**src/shared/iosr_pkg.sv**
```systemverilog
package iosr_pkg;
  localparam int          ADDR_W          = 12;
  localparam int          DATA_W          = 32;
  localparam int          CHAN_N          = 16;
  localparam int          GROUP_N         = 2;
  // Register byte addresses
  localparam logic [11:0] OFF_FAULT       = 12'h000;
  localparam logic [11:0] OFF_ID_LO       = 12'h004;
  localparam logic [11:0] OFF_ID_HI       = 12'h008;
  localparam logic [11:0] OFF_IRQ_STAT    = 12'h00C;
  localparam logic [11:0] OFF_IRQ_MASK    = 12'h010;
  // Field positions in the fault status word
  localparam int          FLT_LOW_BIT     = 0;
  localparam int          FLT_HIGH_BIT    = 1;
  localparam int          FLT_W           = 2;
  // Reset values
  localparam logic [1:0]  IRQ_MASK_RST    = 2'h0;
  localparam logic [1:0]  IRQ_STAT_RST    = 2'h0;
  // Identification code, arbitrary neutral value
  localparam logic [31:0] MODULE_ID_DFLT  = 32'h0000_0A5C;
  // AXI responses
  localparam logic [1:0]  RESP_OKAY       = 2'h0;
  localparam logic [1:0]  RESP_SLVERR     = 2'h2;
endpackage

```
**src/design/iosr_sync.sv**
```systemverilog
module iosr_sync #(
  parameter int W = 16
) (
  input  wire logic         clk_in,
  input  wire logic         rst_in,
  input  wire logic         en_in,
  input  wire logic [W-1:0] d_in,
  output logic      [W-1:0] q_out
);
  typedef struct packed {
    logic [W-1:0] s1;
    logic [W-1:0] s2;
  } iosr_sync_t;

  iosr_sync_t st_q;
  iosr_sync_t st_d;

  always_comb begin
    st_d    = st_q;
    st_d.s1 = d_in;
    st_d.s2 = st_q.s1;
  end

  always_ff @(posedge clk_in) begin
    if (rst_in) begin
      st_q <= '0;
    end else if (en_in) begin
      st_q <= st_d;
    end
  end

  assign q_out = st_q.s2;
endmodule

```
**src/design/iosr_fault_map.sv**
```systemverilog
module iosr_fault_map
  import iosr_pkg::*;
(
  input  wire logic [iosr_pkg::CHAN_N-1:0] flt_in,
  output logic      [iosr_pkg::FLT_W-1:0]  grp_out
);
  // One bit per group of eight output channels
  genvar g;
  generate
    for (g = 0; g < GROUP_N; g++) begin : g_grp
      assign grp_out[g] = |flt_in[g*(CHAN_N/GROUP_N) +: (CHAN_N/GROUP_N)];
    end
  endgenerate
endmodule

```
**src/design/iosr_top.sv**
```systemverilog
// Functional notes
// - Bit 0 is high while any output 1 to 8 is shorted or overloaded.
// - Bit 1 is high while any output 9 to 16 is shorted or overloaded.
// - Fault bits clear by themselves when the fault is gone.
// - Status is read-only and after reset shows current faults.
// - A fixed module identification code is readable in two registers.
//
// Added by the designer: register access over AXI4-Lite.
module iosr_top
  import iosr_pkg::*;
#(
  parameter logic [31:0] MODULE_ID = iosr_pkg::MODULE_ID_DFLT
) (
  input  wire logic                        clk_in,
  input  wire logic                        rst_in,
  input  wire logic                        clk_en_in,
  input  wire logic [iosr_pkg::CHAN_N-1:0] out_fault_in,
  input  wire logic [iosr_pkg::ADDR_W-1:0] s_axi_awaddr_in,
  input  wire logic                        s_axi_awvalid_in,
  output logic                             s_axi_awready_out,
  input  wire logic [iosr_pkg::DATA_W-1:0] s_axi_wdata_in,
  input  wire logic [3:0]                  s_axi_wstrb_in,
  input  wire logic                        s_axi_wvalid_in,
  output logic                             s_axi_wready_out,
  output logic      [1:0]                  s_axi_bresp_out,
  output logic                             s_axi_bvalid_out,
  input  wire logic                        s_axi_bready_in,
  input  wire logic [iosr_pkg::ADDR_W-1:0] s_axi_araddr_in,
  input  wire logic                        s_axi_arvalid_in,
  output logic                             s_axi_arready_out,
  output logic      [iosr_pkg::DATA_W-1:0] s_axi_rdata_out,
  output logic      [1:0]                  s_axi_rresp_out,
  output logic                             s_axi_rvalid_out,
  input  wire logic                        s_axi_rready_in,
  output logic      [iosr_pkg::FLT_W-1:0]  fault_status_out,
  output logic                             irq_out
);
  import iosr_pkg::*;

  typedef struct packed {
    logic              aw_held;
    logic [ADDR_W-1:0] aw_addr;
    logic              w_held;
    logic [DATA_W-1:0] w_data;
    logic [3:0]        w_strb;
    logic              bvalid;
    logic [1:0]        bresp;
    logic              rvalid;
    logic [1:0]        rresp;
    logic [DATA_W-1:0] rdata;
    logic [FLT_W-1:0]  fault;
    logic [FLT_W-1:0]  fault_prev;
    logic [FLT_W-1:0]  irq_stat;
    logic [FLT_W-1:0]  irq_mask;
  } iosr_state_t;

  iosr_state_t st_q;
  iosr_state_t st_d;

  logic [CHAN_N-1:0] flt_sync;
  logic [FLT_W-1:0]  grp_fault;

  // Fault pins are asynchronous to the bus clock
  iosr_sync #(
    .W(CHAN_N)
  ) u_sync (
    .clk_in (clk_in),
    .rst_in (rst_in),
    .en_in  (clk_en_in),
    .d_in   (out_fault_in),
    .q_out  (flt_sync)
  );

  iosr_fault_map u_map (
    .flt_in  (flt_sync),
    .grp_out (grp_fault)
  );

  logic do_wr;
  logic do_rd;
  logic [FLT_W-1:0] w1c;
  logic [FLT_W-1:0] rise;

  always_comb begin
    st_d = st_q;
    w1c  = '0;
    // Level follows the live fault, no latch, so removal clears it
    st_d.fault      = grp_fault;
    st_d.fault_prev = st_q.fault;
    rise            = st_q.fault & ~st_q.fault_prev;

    if (s_axi_awvalid_in && !st_q.aw_held) begin
      st_d.aw_held = 1'b1;
      st_d.aw_addr = s_axi_awaddr_in;
    end
    if (s_axi_wvalid_in && !st_q.w_held) begin
      st_d.w_held = 1'b1;
      st_d.w_data = s_axi_wdata_in;
      st_d.w_strb = s_axi_wstrb_in;
    end

    do_wr = st_q.aw_held && st_q.w_held && !st_q.bvalid;
    if (do_wr) begin
      st_d.aw_held = 1'b0;
      st_d.w_held  = 1'b0;
      st_d.bvalid  = 1'b1;
      st_d.bresp   = RESP_OKAY;
      case ({st_q.aw_addr[ADDR_W-1:2], 2'b00})
        OFF_IRQ_MASK: begin
          if (st_q.w_strb[0]) begin
            st_d.irq_mask = st_q.w_data[FLT_W-1:0];
          end
        end
        OFF_IRQ_STAT: begin
          if (st_q.w_strb[0]) begin
            w1c = st_q.w_data[FLT_W-1:0];
          end
        end
        // Read-only registers accept and ignore writes
        OFF_FAULT, OFF_ID_LO, OFF_ID_HI: st_d.bresp = RESP_OKAY;
        default: st_d.bresp = RESP_SLVERR;
      endcase
    end
    if (st_q.bvalid && s_axi_bready_in) begin
      st_d.bvalid = 1'b0;
    end

    // New fault edge wins over a same-cycle clear
    st_d.irq_stat = (st_q.irq_stat & ~w1c) | rise;

    do_rd = s_axi_arvalid_in && !st_q.rvalid;
    if (do_rd) begin
      st_d.rvalid = 1'b1;
      st_d.rresp  = RESP_OKAY;
      st_d.rdata  = '0;
      case ({s_axi_araddr_in[ADDR_W-1:2], 2'b00})
        OFF_FAULT:    st_d.rdata[FLT_W-1:0] = st_q.fault;
        OFF_ID_LO:    st_d.rdata = MODULE_ID;
        OFF_ID_HI:    st_d.rdata = MODULE_ID;
        OFF_IRQ_STAT: st_d.rdata[FLT_W-1:0] = st_q.irq_stat;
        OFF_IRQ_MASK: st_d.rdata[FLT_W-1:0] = st_q.irq_mask;
        default:      st_d.rresp = RESP_SLVERR;
      endcase
    end
    if (st_q.rvalid && s_axi_rready_in) begin
      st_d.rvalid = 1'b0;
    end
  end

  always_ff @(posedge clk_in) begin
    if (rst_in) begin
      st_q          <= '0;
      st_q.irq_mask <= IRQ_MASK_RST;
      st_q.irq_stat <= IRQ_STAT_RST;
    end else if (clk_en_in) begin
      st_q <= st_d;
    end
  end

  assign s_axi_awready_out = clk_en_in && !st_q.aw_held;
  assign s_axi_wready_out  = clk_en_in && !st_q.w_held;
  assign s_axi_bvalid_out  = st_q.bvalid;
  assign s_axi_bresp_out   = st_q.bresp;
  assign s_axi_arready_out = clk_en_in && !st_q.rvalid;
  assign s_axi_rvalid_out  = st_q.rvalid;
  assign s_axi_rresp_out   = st_q.rresp;
  assign s_axi_rdata_out   = st_q.rdata;
  assign fault_status_out  = st_q.fault;
  assign irq_out           = |(st_q.irq_stat & st_q.irq_mask);
endmodule

```
**config.mk**
```make
export PLATFORM = sky130hd
export DESIGN_NAME = iosr_top
export DESIGN_NICKNAME = d
export VERILOG_FILES = /design/src/shared/iosr_pkg.sv /design/src/design/iosr_sync.sv /design/src/design/iosr_fault_map.sv /design/src/design/iosr_top.sv
export SDC_FILE = /design/constraint.sdc
export NUM_CORES = 1
export LEC_CHECK = 0
export BUFFER_PORTS_ARGS = -buffer_cell sky130_fd_sc_hd__buf_4
export CAP_MARGIN = 40
export CORE_ASPECT_RATIO = 1.4
export CORE_MARGIN = 5
export CORE_UTILIZATION = 42
export DETAILED_ROUTE_END_ITERATION = 10
export GPL_ROUTABILITY_DRIVEN = 1
export GPL_TIMING_DRIVEN = 0
export PLACE_DENSITY_LB_ADDON = 0.15
export SETUP_SLACK_MARGIN = 0.05
export SYNTH_ARGS = -nofsm -noshare
export SYNTH_HDL_FRONTEND = slang
export SYNTH_SLANG_ARGS = --single-unit
export TNS_END_PERCENT = 100
```
**constraint.sdc**
```tcl
create_clock -name clk_in -period 1.7 [get_ports clk_in]
set_clock_uncertainty 0.2 [all_clocks]
set_input_delay 0.34 -clock clk_in [delete_from_list [all_inputs] [get_ports clk_in]]
set_output_delay 0.34 -clock clk_in [all_outputs]
set_load 0.1 [all_outputs]
```
**Word-level counts from Yosys, hierarchy flattened**

Index checks and enable logic that the tools add are counted.

- Equality and inequality tests: 8
- Multiplexer cells: 15
- Bitwise logic cells: 6
- Reduce and logical (&&, ||, !) cells: 35

Operator list:

| kind | count |
|---|---|
| $eq 10x2->1 const B | 4 |
| $mux 37 | 1 |
| $mux 35 | 1 |
| $eq 10x1->1 const B | 2 |
| $eq 10x3->1 const B | 2 |
| $logic_not 10->1 | 2 |
| $reduce_and 2->1 | 8 |
| $reduce_or 8->1 | 2 |
| $mux 13 | 1 |
| $logic_and 1x1->1 | 10 |
| $mux 10 | 1 |
| $mux 2 | 5 |
| $reduce_or 5->1 | 2 |
| $reduce_bool 2->1 | 4 |
| $and 2x2->2 | 3 |
| $pmux 2 s3 | 1 |
| $logic_not 1->1 | 4 |
| $mux 1 | 4 |
| $not 2->2 | 2 |
| $reduce_and 4->1 | 1 |
| $reduce_or 2->1 | 2 |
| $mux 3 | 1 |
| $or 2x2->2 | 1 |

- Flip-flop bits (word level): 128
- Input port bits: 84
- Output and inout bits: 44
- Logic and storage cells: 80

**Depth between registers and ports, before layout**

Gate-level depths: netlist (run 1).

- Depth after elaboration: 6
- Mapped depth: 5
- Gate-level depth less buffers: 3

**Hierarchy**

A second synthesis (run 1) with hierarchy kept.

- Cell total of the unflattened synthesis: 283
- Area, all modules: 2,806.4 um^2

By module, submodules not included:

| module | times used | cells each | area an instance (um^2) | sequential area each (um^2) |
|---|---|---|---|---|
| iosr_top | 1 | 174 | 1,610.3 | 600.6 |
| iosr_sync | 1 | 103 | 1,163.6 | 640.6 |
| iosr_fault_map | 1 | 6 | 32.5 | 0.0 |

**Least setup slack after synthesis (run 1)**

OpenSTA, ideal clock, no wires.

- Kind: in2out
- Start point: in clk_en_in
- End point: out s_axi_arready_out
- Arrival time: 2.212 ns
- Required time: 1.160 ns
- Path slack: -1.052 ns
- Cell stages on the path: 3
- Buffers on the path: 2
- Cell sequence: clkbuf_1 buf_2 nor2b_1

- Word-level cells in the longest chain between the ends: 1

RTL lines:

| item | RTL line | RTL |
|---|---|---|
| start, declared | iosr_top.sv:16 | `input wire logic clk_en_in,` |
| $logic_and 1x1->1 | iosr_top.sv:164 | `assign s_axi_arready_out = clk_en_in && !st_q.rvalid;` |
| end, declared | iosr_top.sv:30 | `output logic s_axi_arready_out,` |

No other way between the ends.

**Worst setup path after layout (run 1)**

- Start point: reg st_q[85] in the netlist's numbering
- End point: reg st_q[1] in the netlist's numbering

- Word-level cells in the longest chain between the ends: 2

RTL lines:

| item | RTL line | RTL |
|---|---|---|
| start, declared | iosr_top.sv:57 | `iosr_state_t st_q;` |
| start signal, assigned | iosr_top.sv:156 | `st_q <= st_d;` |
| $eq 10x3->1 | iosr_top.sv:108 | `case ({st_q.aw_addr[ADDR_W-1:2], 2'b00})` |
| $reduce_and 4->1 (no line) | n/a |  |

No other way between the ends.
A chain may end at the register's enable or synchronous reset.

==> run metrics, run 1 <==
f_max 0.5925 GHz; antenna-violating nets left 0; Non-Filler Instances 458; Pwr Total 3.443 mW; Vias 2,112; # clock sinks 62; leakage power 1.802 nW; hold_buf cts 0; hold path cells 3; status completed; RD Place Congestion 0.7406; grt ovf 0; ratio of cells with drive above 1 in the final layout 36.79%; max-cap check violation count 0; Post-Route WL 5.570 mm; buffers added on ports 64; CTS tree done; DR WL/cell 12.16 microns; YS warnings 0; vias in the first global route 2,045; syn avg cell area 9.715 sq um; Final Hold Fails 0; final setup fails 0; Worst EP arrival 1.75 ns; final core occ 59.32%; first-pass GRT wire length 9.004 mm; placed cells 441; die area 0.008209 sq mm; CP max stage cell or4bb_4; clock root buffer clkbuf_8; GRT Overall Usage 13.56%; pre-CTS WS -0.1936 ns; R2R depth 3; WHS Endpoint st_q[87]; Critical Path Start st_q[85]; ant diodes 0; Vias/cell 4.611; R2R Setup Slk 0.01 ns; FF-to-FF End st_q[1]; worst setup path class register to register; initial DRC count 60; number of library cell types mapped by synthesis 34; Top delay family on crit path simple AND/OR/NAND/NOR gates; Post-Synthesis Cell Area 0.002720 sq mm; row cnt 34; H-tree depth 3; DIE HEIGHT 105.2 microns; crit path capture type register; I/O pins 128; fin. max-slew vios 0; Worst Slack Setup Final 0.01211 ns; die width 78.02 microns; hold crit path type input pin to register; largest net degree at the start of global routing 20; DRC Markers 0; Final nets 465; Seq/Total Area, Yosys 45.63%; worst skew pair latency 0.33 ns; Worst-path clk slew 0.07 ns; Bufs and invs on worst path 0; VDD IR max 0.7093 mV; setup TNS 0 ns; cells along the critical path or4bb_4 > nor4_4 > mux2i_1; crit start category register; largest fanout on the critical path 4; RR Startpoint st_q[85]; shortest period the worst path allows 1.688 ns; crit-path max cell delay 0.54 ns; HPWL Detailed 4.330 mm; RSZ-0062 raised after global routing true; power density relative to cell area 928.2 mW/mm^2; area grow syn2layout 36.38%; Initial Util 43.50%; core area 0.006254 sq mm; worst hold start s_axi_awaddr_in[4]; Crit path required time 1.76 ns; Max clock buf depth 2; antenna violations before repair 0; drt first pass iters 4; Mapped Cells 280; Num CTS Buffers 9; fin crit share 99.29%; flops & latches, synth 62
==> registers in the layout, summed over array words and instances, names as in the netlist <==
name	count
st_q	21
u_sync.q_out	16
u_sync.st_d	16
s_axi_rdata_out	3
fault_status_out	2
s_axi_bresp_out	1
s_axi_bvalid_out	1
s_axi_rresp_out	1
s_axi_rvalid_out	1
==> placed cells by master (no fill, tap or decap), drive strengths merged <==
cell	Yosys	routed
nor3	1	1
mux2i	49	49
nand4b	2	2
a21o	2	2
nand4bb	1	1
buf	43	108
a311oi	2	2
a211oi	1	1
a22o	1	1
a21oi	5	5
conb	1	26
a31o	1	1
inv	3	3
nor4	7	7
clkbuf	8	20
or4	1	1
or4bb	1	1
or3	1	1
a31oi	2	2
mux2	2	2
nor4b	1	1
dfxtp	62	62
nand2	7	7
and3b	1	1
clkinvlp	0	1
a22oi	2	2
nand2b	4	4
nand4	1	1
nor2b	3	3
nand3b	8	8
xor2	1	1
o21ai	5	5
clkinv	0	3
nor2	51	51
==> synth_stat cells (all sizes together) <==
master | n | share of area (%)
and3b | 1 | 0.32
or3 | 1 | 0.23
nand4bb | 1 | 0.41
o21ai | 5 | 0.92
a31oi | 2 | 0.46
a21oi | 5 | 0.92
nand2 | 7 | 0.97
xor2 | 1 | 0.32
nand3b | 8 | 2.2
nand4b | 2 | 0.64
or4bb | 1 | 0.41
a31o | 1 | 0.32
inv | 3 | 0.41
mux2 | 2 | 0.83
a22oi | 2 | 0.55
nor2 | 51 | 7.0
nor4b | 1 | 0.32
nor2b | 3 | 0.69
nand4 | 1 | 0.23
clkbuf | 8 | 1.1
dfxtp | 62 | 46
conb | 1 | 0.14
nor3 | 1 | 0.18
a311oi | 2 | 0.64
or4 | 1 | 0.41
a22o | 1 | 0.32
nor4 | 7 | 2.2
a211oi | 1 | 0.28
mux2i | 49 | 18
nand2b | 4 | 0.92
buf | 43 | 11
a21o | 2 | 0.55
==> through the flow <==
| stage | hold WS, ns | instance area, sq um |
|---|---|---|
| 6_report | 0.04204 | 3710 |
| 5_1_grt | 0.04096 | 3710 |
| 4_1_cts | 0.02806 | 3667 |
| 3_5_place_dp | 0.2508 | 3443 |
| 3_3_place_gp | 0.2440 | 3443 |
| 2_1_floorplan | 0.2322 | 2873 |
==> kinds of logic after synthesis <==
group           Yosys count  synth area share [%]
xor+xnor                  1                0.3220
simple gates             90                 17.16
mux                      51                 18.86
buf+inv                  54                 12.93
other cells               1                0.1379
flops                    62                 45.63
compound gates           21                 4.967
==> tightest hold or removal path: stages <==
cell     delay, ns
buf_4         0.08
mux2i_1       0.05
nor2_1        0.07
==> timing repair <==
| item | CTS | global route |
|---|---|---|
| pin swaps | 4 | 4 |
| resized for setup | 14 | 13 |
| endpoints found under the hold margin | 0 | 0 |
| buffers inserted | 2 | 0 |
| gates cloned | 0 | 0 |
| endpoints found under the setup margin | 16 | 12 |
==> worst max path at each step <==
stage,endpoint,slack [ns],cells past startpoint
after floorplan,s_axi_arready_out,0.05,3
after global placement,st_q[2],-0.20,4
final,st_q[1],0.01,3
after global routing,st_q[1],-0.06,3
after detailed placement,st_q[2],-0.19,4
after CTS,st_q[1],-0.04,3
==> area by class of cell <==
| class | count | area [sq um] |
|---|---|---|
| Multi-Input combinational cell | 189 | 1269 |
| Timing Repair Buffer | 66 | 561.8 |
| Clock inverter | 4 | 22.52 |
| Tap cell | 72 | 90.09 |
| Buffer | 50 | 356.6 |
| Inverter | 3 | 11.26 |
| Sequential cell | 62 | 1254 |
| Fill cell | 569 | 2544 |
| Clock buffer | 12 | 145.1 |
==> power by group <==
part	internal [mW]	switching, mW
Sequential	1.52	0.0462
Combinational	0.259	0.515
Clock	0.562	0.539
==> routing by layer <==
layer / global-route usage (%) / vias up / routed length (microns)
met5: 0 / - / 0
met4: 7.246 / 0 / 110
met3: 2.218 / 12 / 335
met2: 23.78 / 53 / 2867
met1: 15.48 / 950 / 2256
li1: - / 1097 / -
No activity file was read; power rests on OpenSTA's default activity.
==> run 2, diff against run 1 <==
--- a/config.mk
+++ b/config.mk
@@ -13,6 +13,7 @@
 export DETAILED_ROUTE_END_ITERATION = 10
 export GPL_ROUTABILITY_DRIVEN = 1
 export GPL_TIMING_DRIVEN = 0
+export MAX_ROUTING_LAYER = met4
 export PLACE_DENSITY_LB_ADDON = 0.15
 export SETUP_SLACK_MARGIN = 0.05
 export SYNTH_ARGS = -nofsm -noshare
==> run 2 against run 1 <==
Effect of this change: sequential power about the same; critical path depth did not move; setup slack about the same; cell area did not move; non-clock buffer count did not move; total power about the same; register-to-register slack is essentially flat; combinational power about the same; sequential share of layout area stayed put; count of clock-buffer cells in the layout did not move; global-route usage up 0.45 points.
==> run metrics, run 2 (synthesis results as in run 1) <==
Final nets 465 (unchanged); max reg flops 21 (unchanged); Max clock buf depth 2 (unchanged); final setup fails 0 (unchanged); DIE HEIGHT 105.2 microns (unchanged); Top delay family on crit path simple AND/OR/NAND/NOR gates (unchanged); M2 GR Usage 23.78% (unchanged); crit start category register (unchanged); status completed (unchanged); die area 0.008209 sq mm (unchanged); H-tree depth 3 (unchanged); R2R Setup Slk 0.01 ns (about the same); RSZ-0062 raised after global routing true (unchanged); shortest period the worst path allows 1.688 ns (about the same); first-pass GRT wire length 9.004 mm (unchanged); Worst EP arrival 1.75 ns (about the same); die width 78.02 microns (unchanged); Crit path required time 1.76 ns (about the same); CP max stage cell or4bb_4 (unchanged); Worst-path clk slew 0.07 ns (about the same); RD Place Congestion 0.7498 (was 0.7406); CP Depth 3 (unchanged); I/O pins 128 (unchanged); core area 0.006254 sq mm (unchanged); leakage power 1.802 nW (unchanged); drt first pass iters 4 (unchanged); DR WL/cell 12.15 microns (was 12.16 microns); max-cap check violation count 0 (unchanged); clock root buffer clkbuf_8 (unchanged); power density relative to cell area 927.7 mW/mm^2 (was 928.2 mW/mm^2); RR Startpoint st_q[85] (unchanged); antenna violations before repair 0 (unchanged); Critical Path Start st_q[85] (unchanged); f_max 0.5923 GHz (was 0.5925 GHz); fin. max-slew vios 0 (unchanged); hold crit path type input pin to register (unchanged); Initial Util 43.50% (unchanged); Vias 2,088 (was 2,112); area grow syn2layout 36.38% (unchanged); CTS tree done (unchanged); met3 Use GR 2.474% (was 2.218%); highest-count cells in the layout ignoring fill and taps buf_4 (92), dfxtp_1 (54), nor2_1 (51) (unchanged); Pwr Total 3.442 mW (was 3.443 mW); GRT Overall Usage 14.01% (was 13.56%); largest fanout on the critical path 4 (unchanged); grt ovf 0 (unchanged); HPWL Detailed 4.330 mm (unchanged); Post-Route WL 5.566 mm (was 5.570 mm); antenna-violating nets left 0 (unchanged); DRC Markers 0 (unchanged); worst skew pair latency 0.33 ns (about the same); buffers added on ports 64 (unchanged); global routing's busiest layer met2 (unchanged); Final Hold Fails 0 (unchanged); crit-path max cell delay 0.54 ns (about the same); final core occ 59.32% (unchanged); CP Capture Point st_q[1] (unchanged); most common cell after layout, fill and taps aside buf_4 (unchanged); most flop-heavy register st_q (unchanged); row cnt 34 (unchanged); Num CTS Buffers 9 (unchanged); cells along the critical path or4bb_4 > nor4_4 > mux2i_1 (unchanged); VDD IR max 0.7093 mV (about the same); Vias/cell 4.559 (was 4.611); ant diodes 0 (unchanged); Bufs and invs on worst path 0 (unchanged); Worst Slack Setup Final 0.01179 ns (was 0.01211 ns); vias in the first global route 2,046 (was 2,045); R2R depth 3 (unchanged); FF-to-FF End st_q[1] (unchanged); M1 GR Usage 15.48% (unchanged); ratio of cells with drive above 1 in the final layout 36.79% (unchanged); fin crit share 99.31% (was 99.29%); crit path capture type register (unchanged); # clock sinks 62 (unchanged); initial DRC count 65 (was 60); worst setup path class register to register (unchanged); pre-CTS WS -0.1936 ns (unchanged); largest net degree at the start of global routing 20 (unchanged)
-- run 2: cell counts in the layout (fill, tap and decap cells not counted) --
No cell type changed its count.
-- run 2: layer usage --
layer  vias up  routed length [microns]
met2        53                     2859
met5         -                        0
met4         0                      113
met1       926                     2284
li1       1098                        -
met3        11                      308
-- run 2: how the worst min path moves through the flow --
stage	from	to	slack [ns]	depth (start not counted)
after global placement	s_axi_rresp_out[1]	s_axi_rresp_out[1]	0.24	2
after detailed placement	s_axi_rresp_out[1]	s_axi_rresp_out[1]	0.25	2
final	s_axi_awaddr_in[4]	st_q[87]	0.04	3
after global routing	s_axi_awaddr_in[9]	st_q[92]	0.04	3
after CTS	s_axi_awaddr_in[4]	st_q[87]	0.03	3
after floorplan	s_axi_rresp_out[1]	s_axi_rresp_out[1]	0.23	2
-- run 2: repair_timing --
| item | 4_1_cts | 5_1_grt |
|---|---|---|
| hold buffers | 0 | 0 |
| endpoints found under the setup margin | 16 | 12 |
| gates cloned | 0 | 0 |
| setup buffers | 2 | 0 |
| pin swaps | 4 | 4 |
| gates resized for setup | 14 | 13 |
-- run 2: worst reg2reg max path, delay by kind of cell (launching register included) --
kind | cells | cell delay, ns
and+or+nand+nor | 2 | 0.88
muxes | 1 | 0.21
DFF | 1 | 0.34
-- run 2: metrics by stage --
step | cell area (sq um) | hold WS, ns | TNS, ns | std cells
global route | 3710 | 0.03822 | -0.1127 | 458
CTS | 3667 | 0.02806 | -0.07142 | 458
finish | 3710 | 0.04071 | 0 | 458
global placement | 3443 | 0.2440 | -0.5712 | 441
detailed placement | 3443 | 0.2508 | -0.6765 | 441
floorplan | 2873 | 0.2322 | 0 | 305
-- run 2: area by class of cell --
cell class | instances | area, sq um
plain buffers | 50 | 356.6
multi-input cells | 189 | 1269
well taps | 72 | 90.09
clock inverters | 4 | 22.52
repair buffers | 66 | 561.8
flip-flops and latches | 62 | 1254
fillers | 569 | 2544
clock buffers | 12 | 145.1
inverters | 3 | 11.26
-- run 2: where the power goes --
| part | switching (mW) | leakage, nW | internal [mW] |
|---|---|---|---|
| registers | 0.0459 | 0.511 | 1.52 |
| clock network | 0.538 | 0.0861 | 0.562 |
| logic | 0.515 | 1.20 | 0.259 |
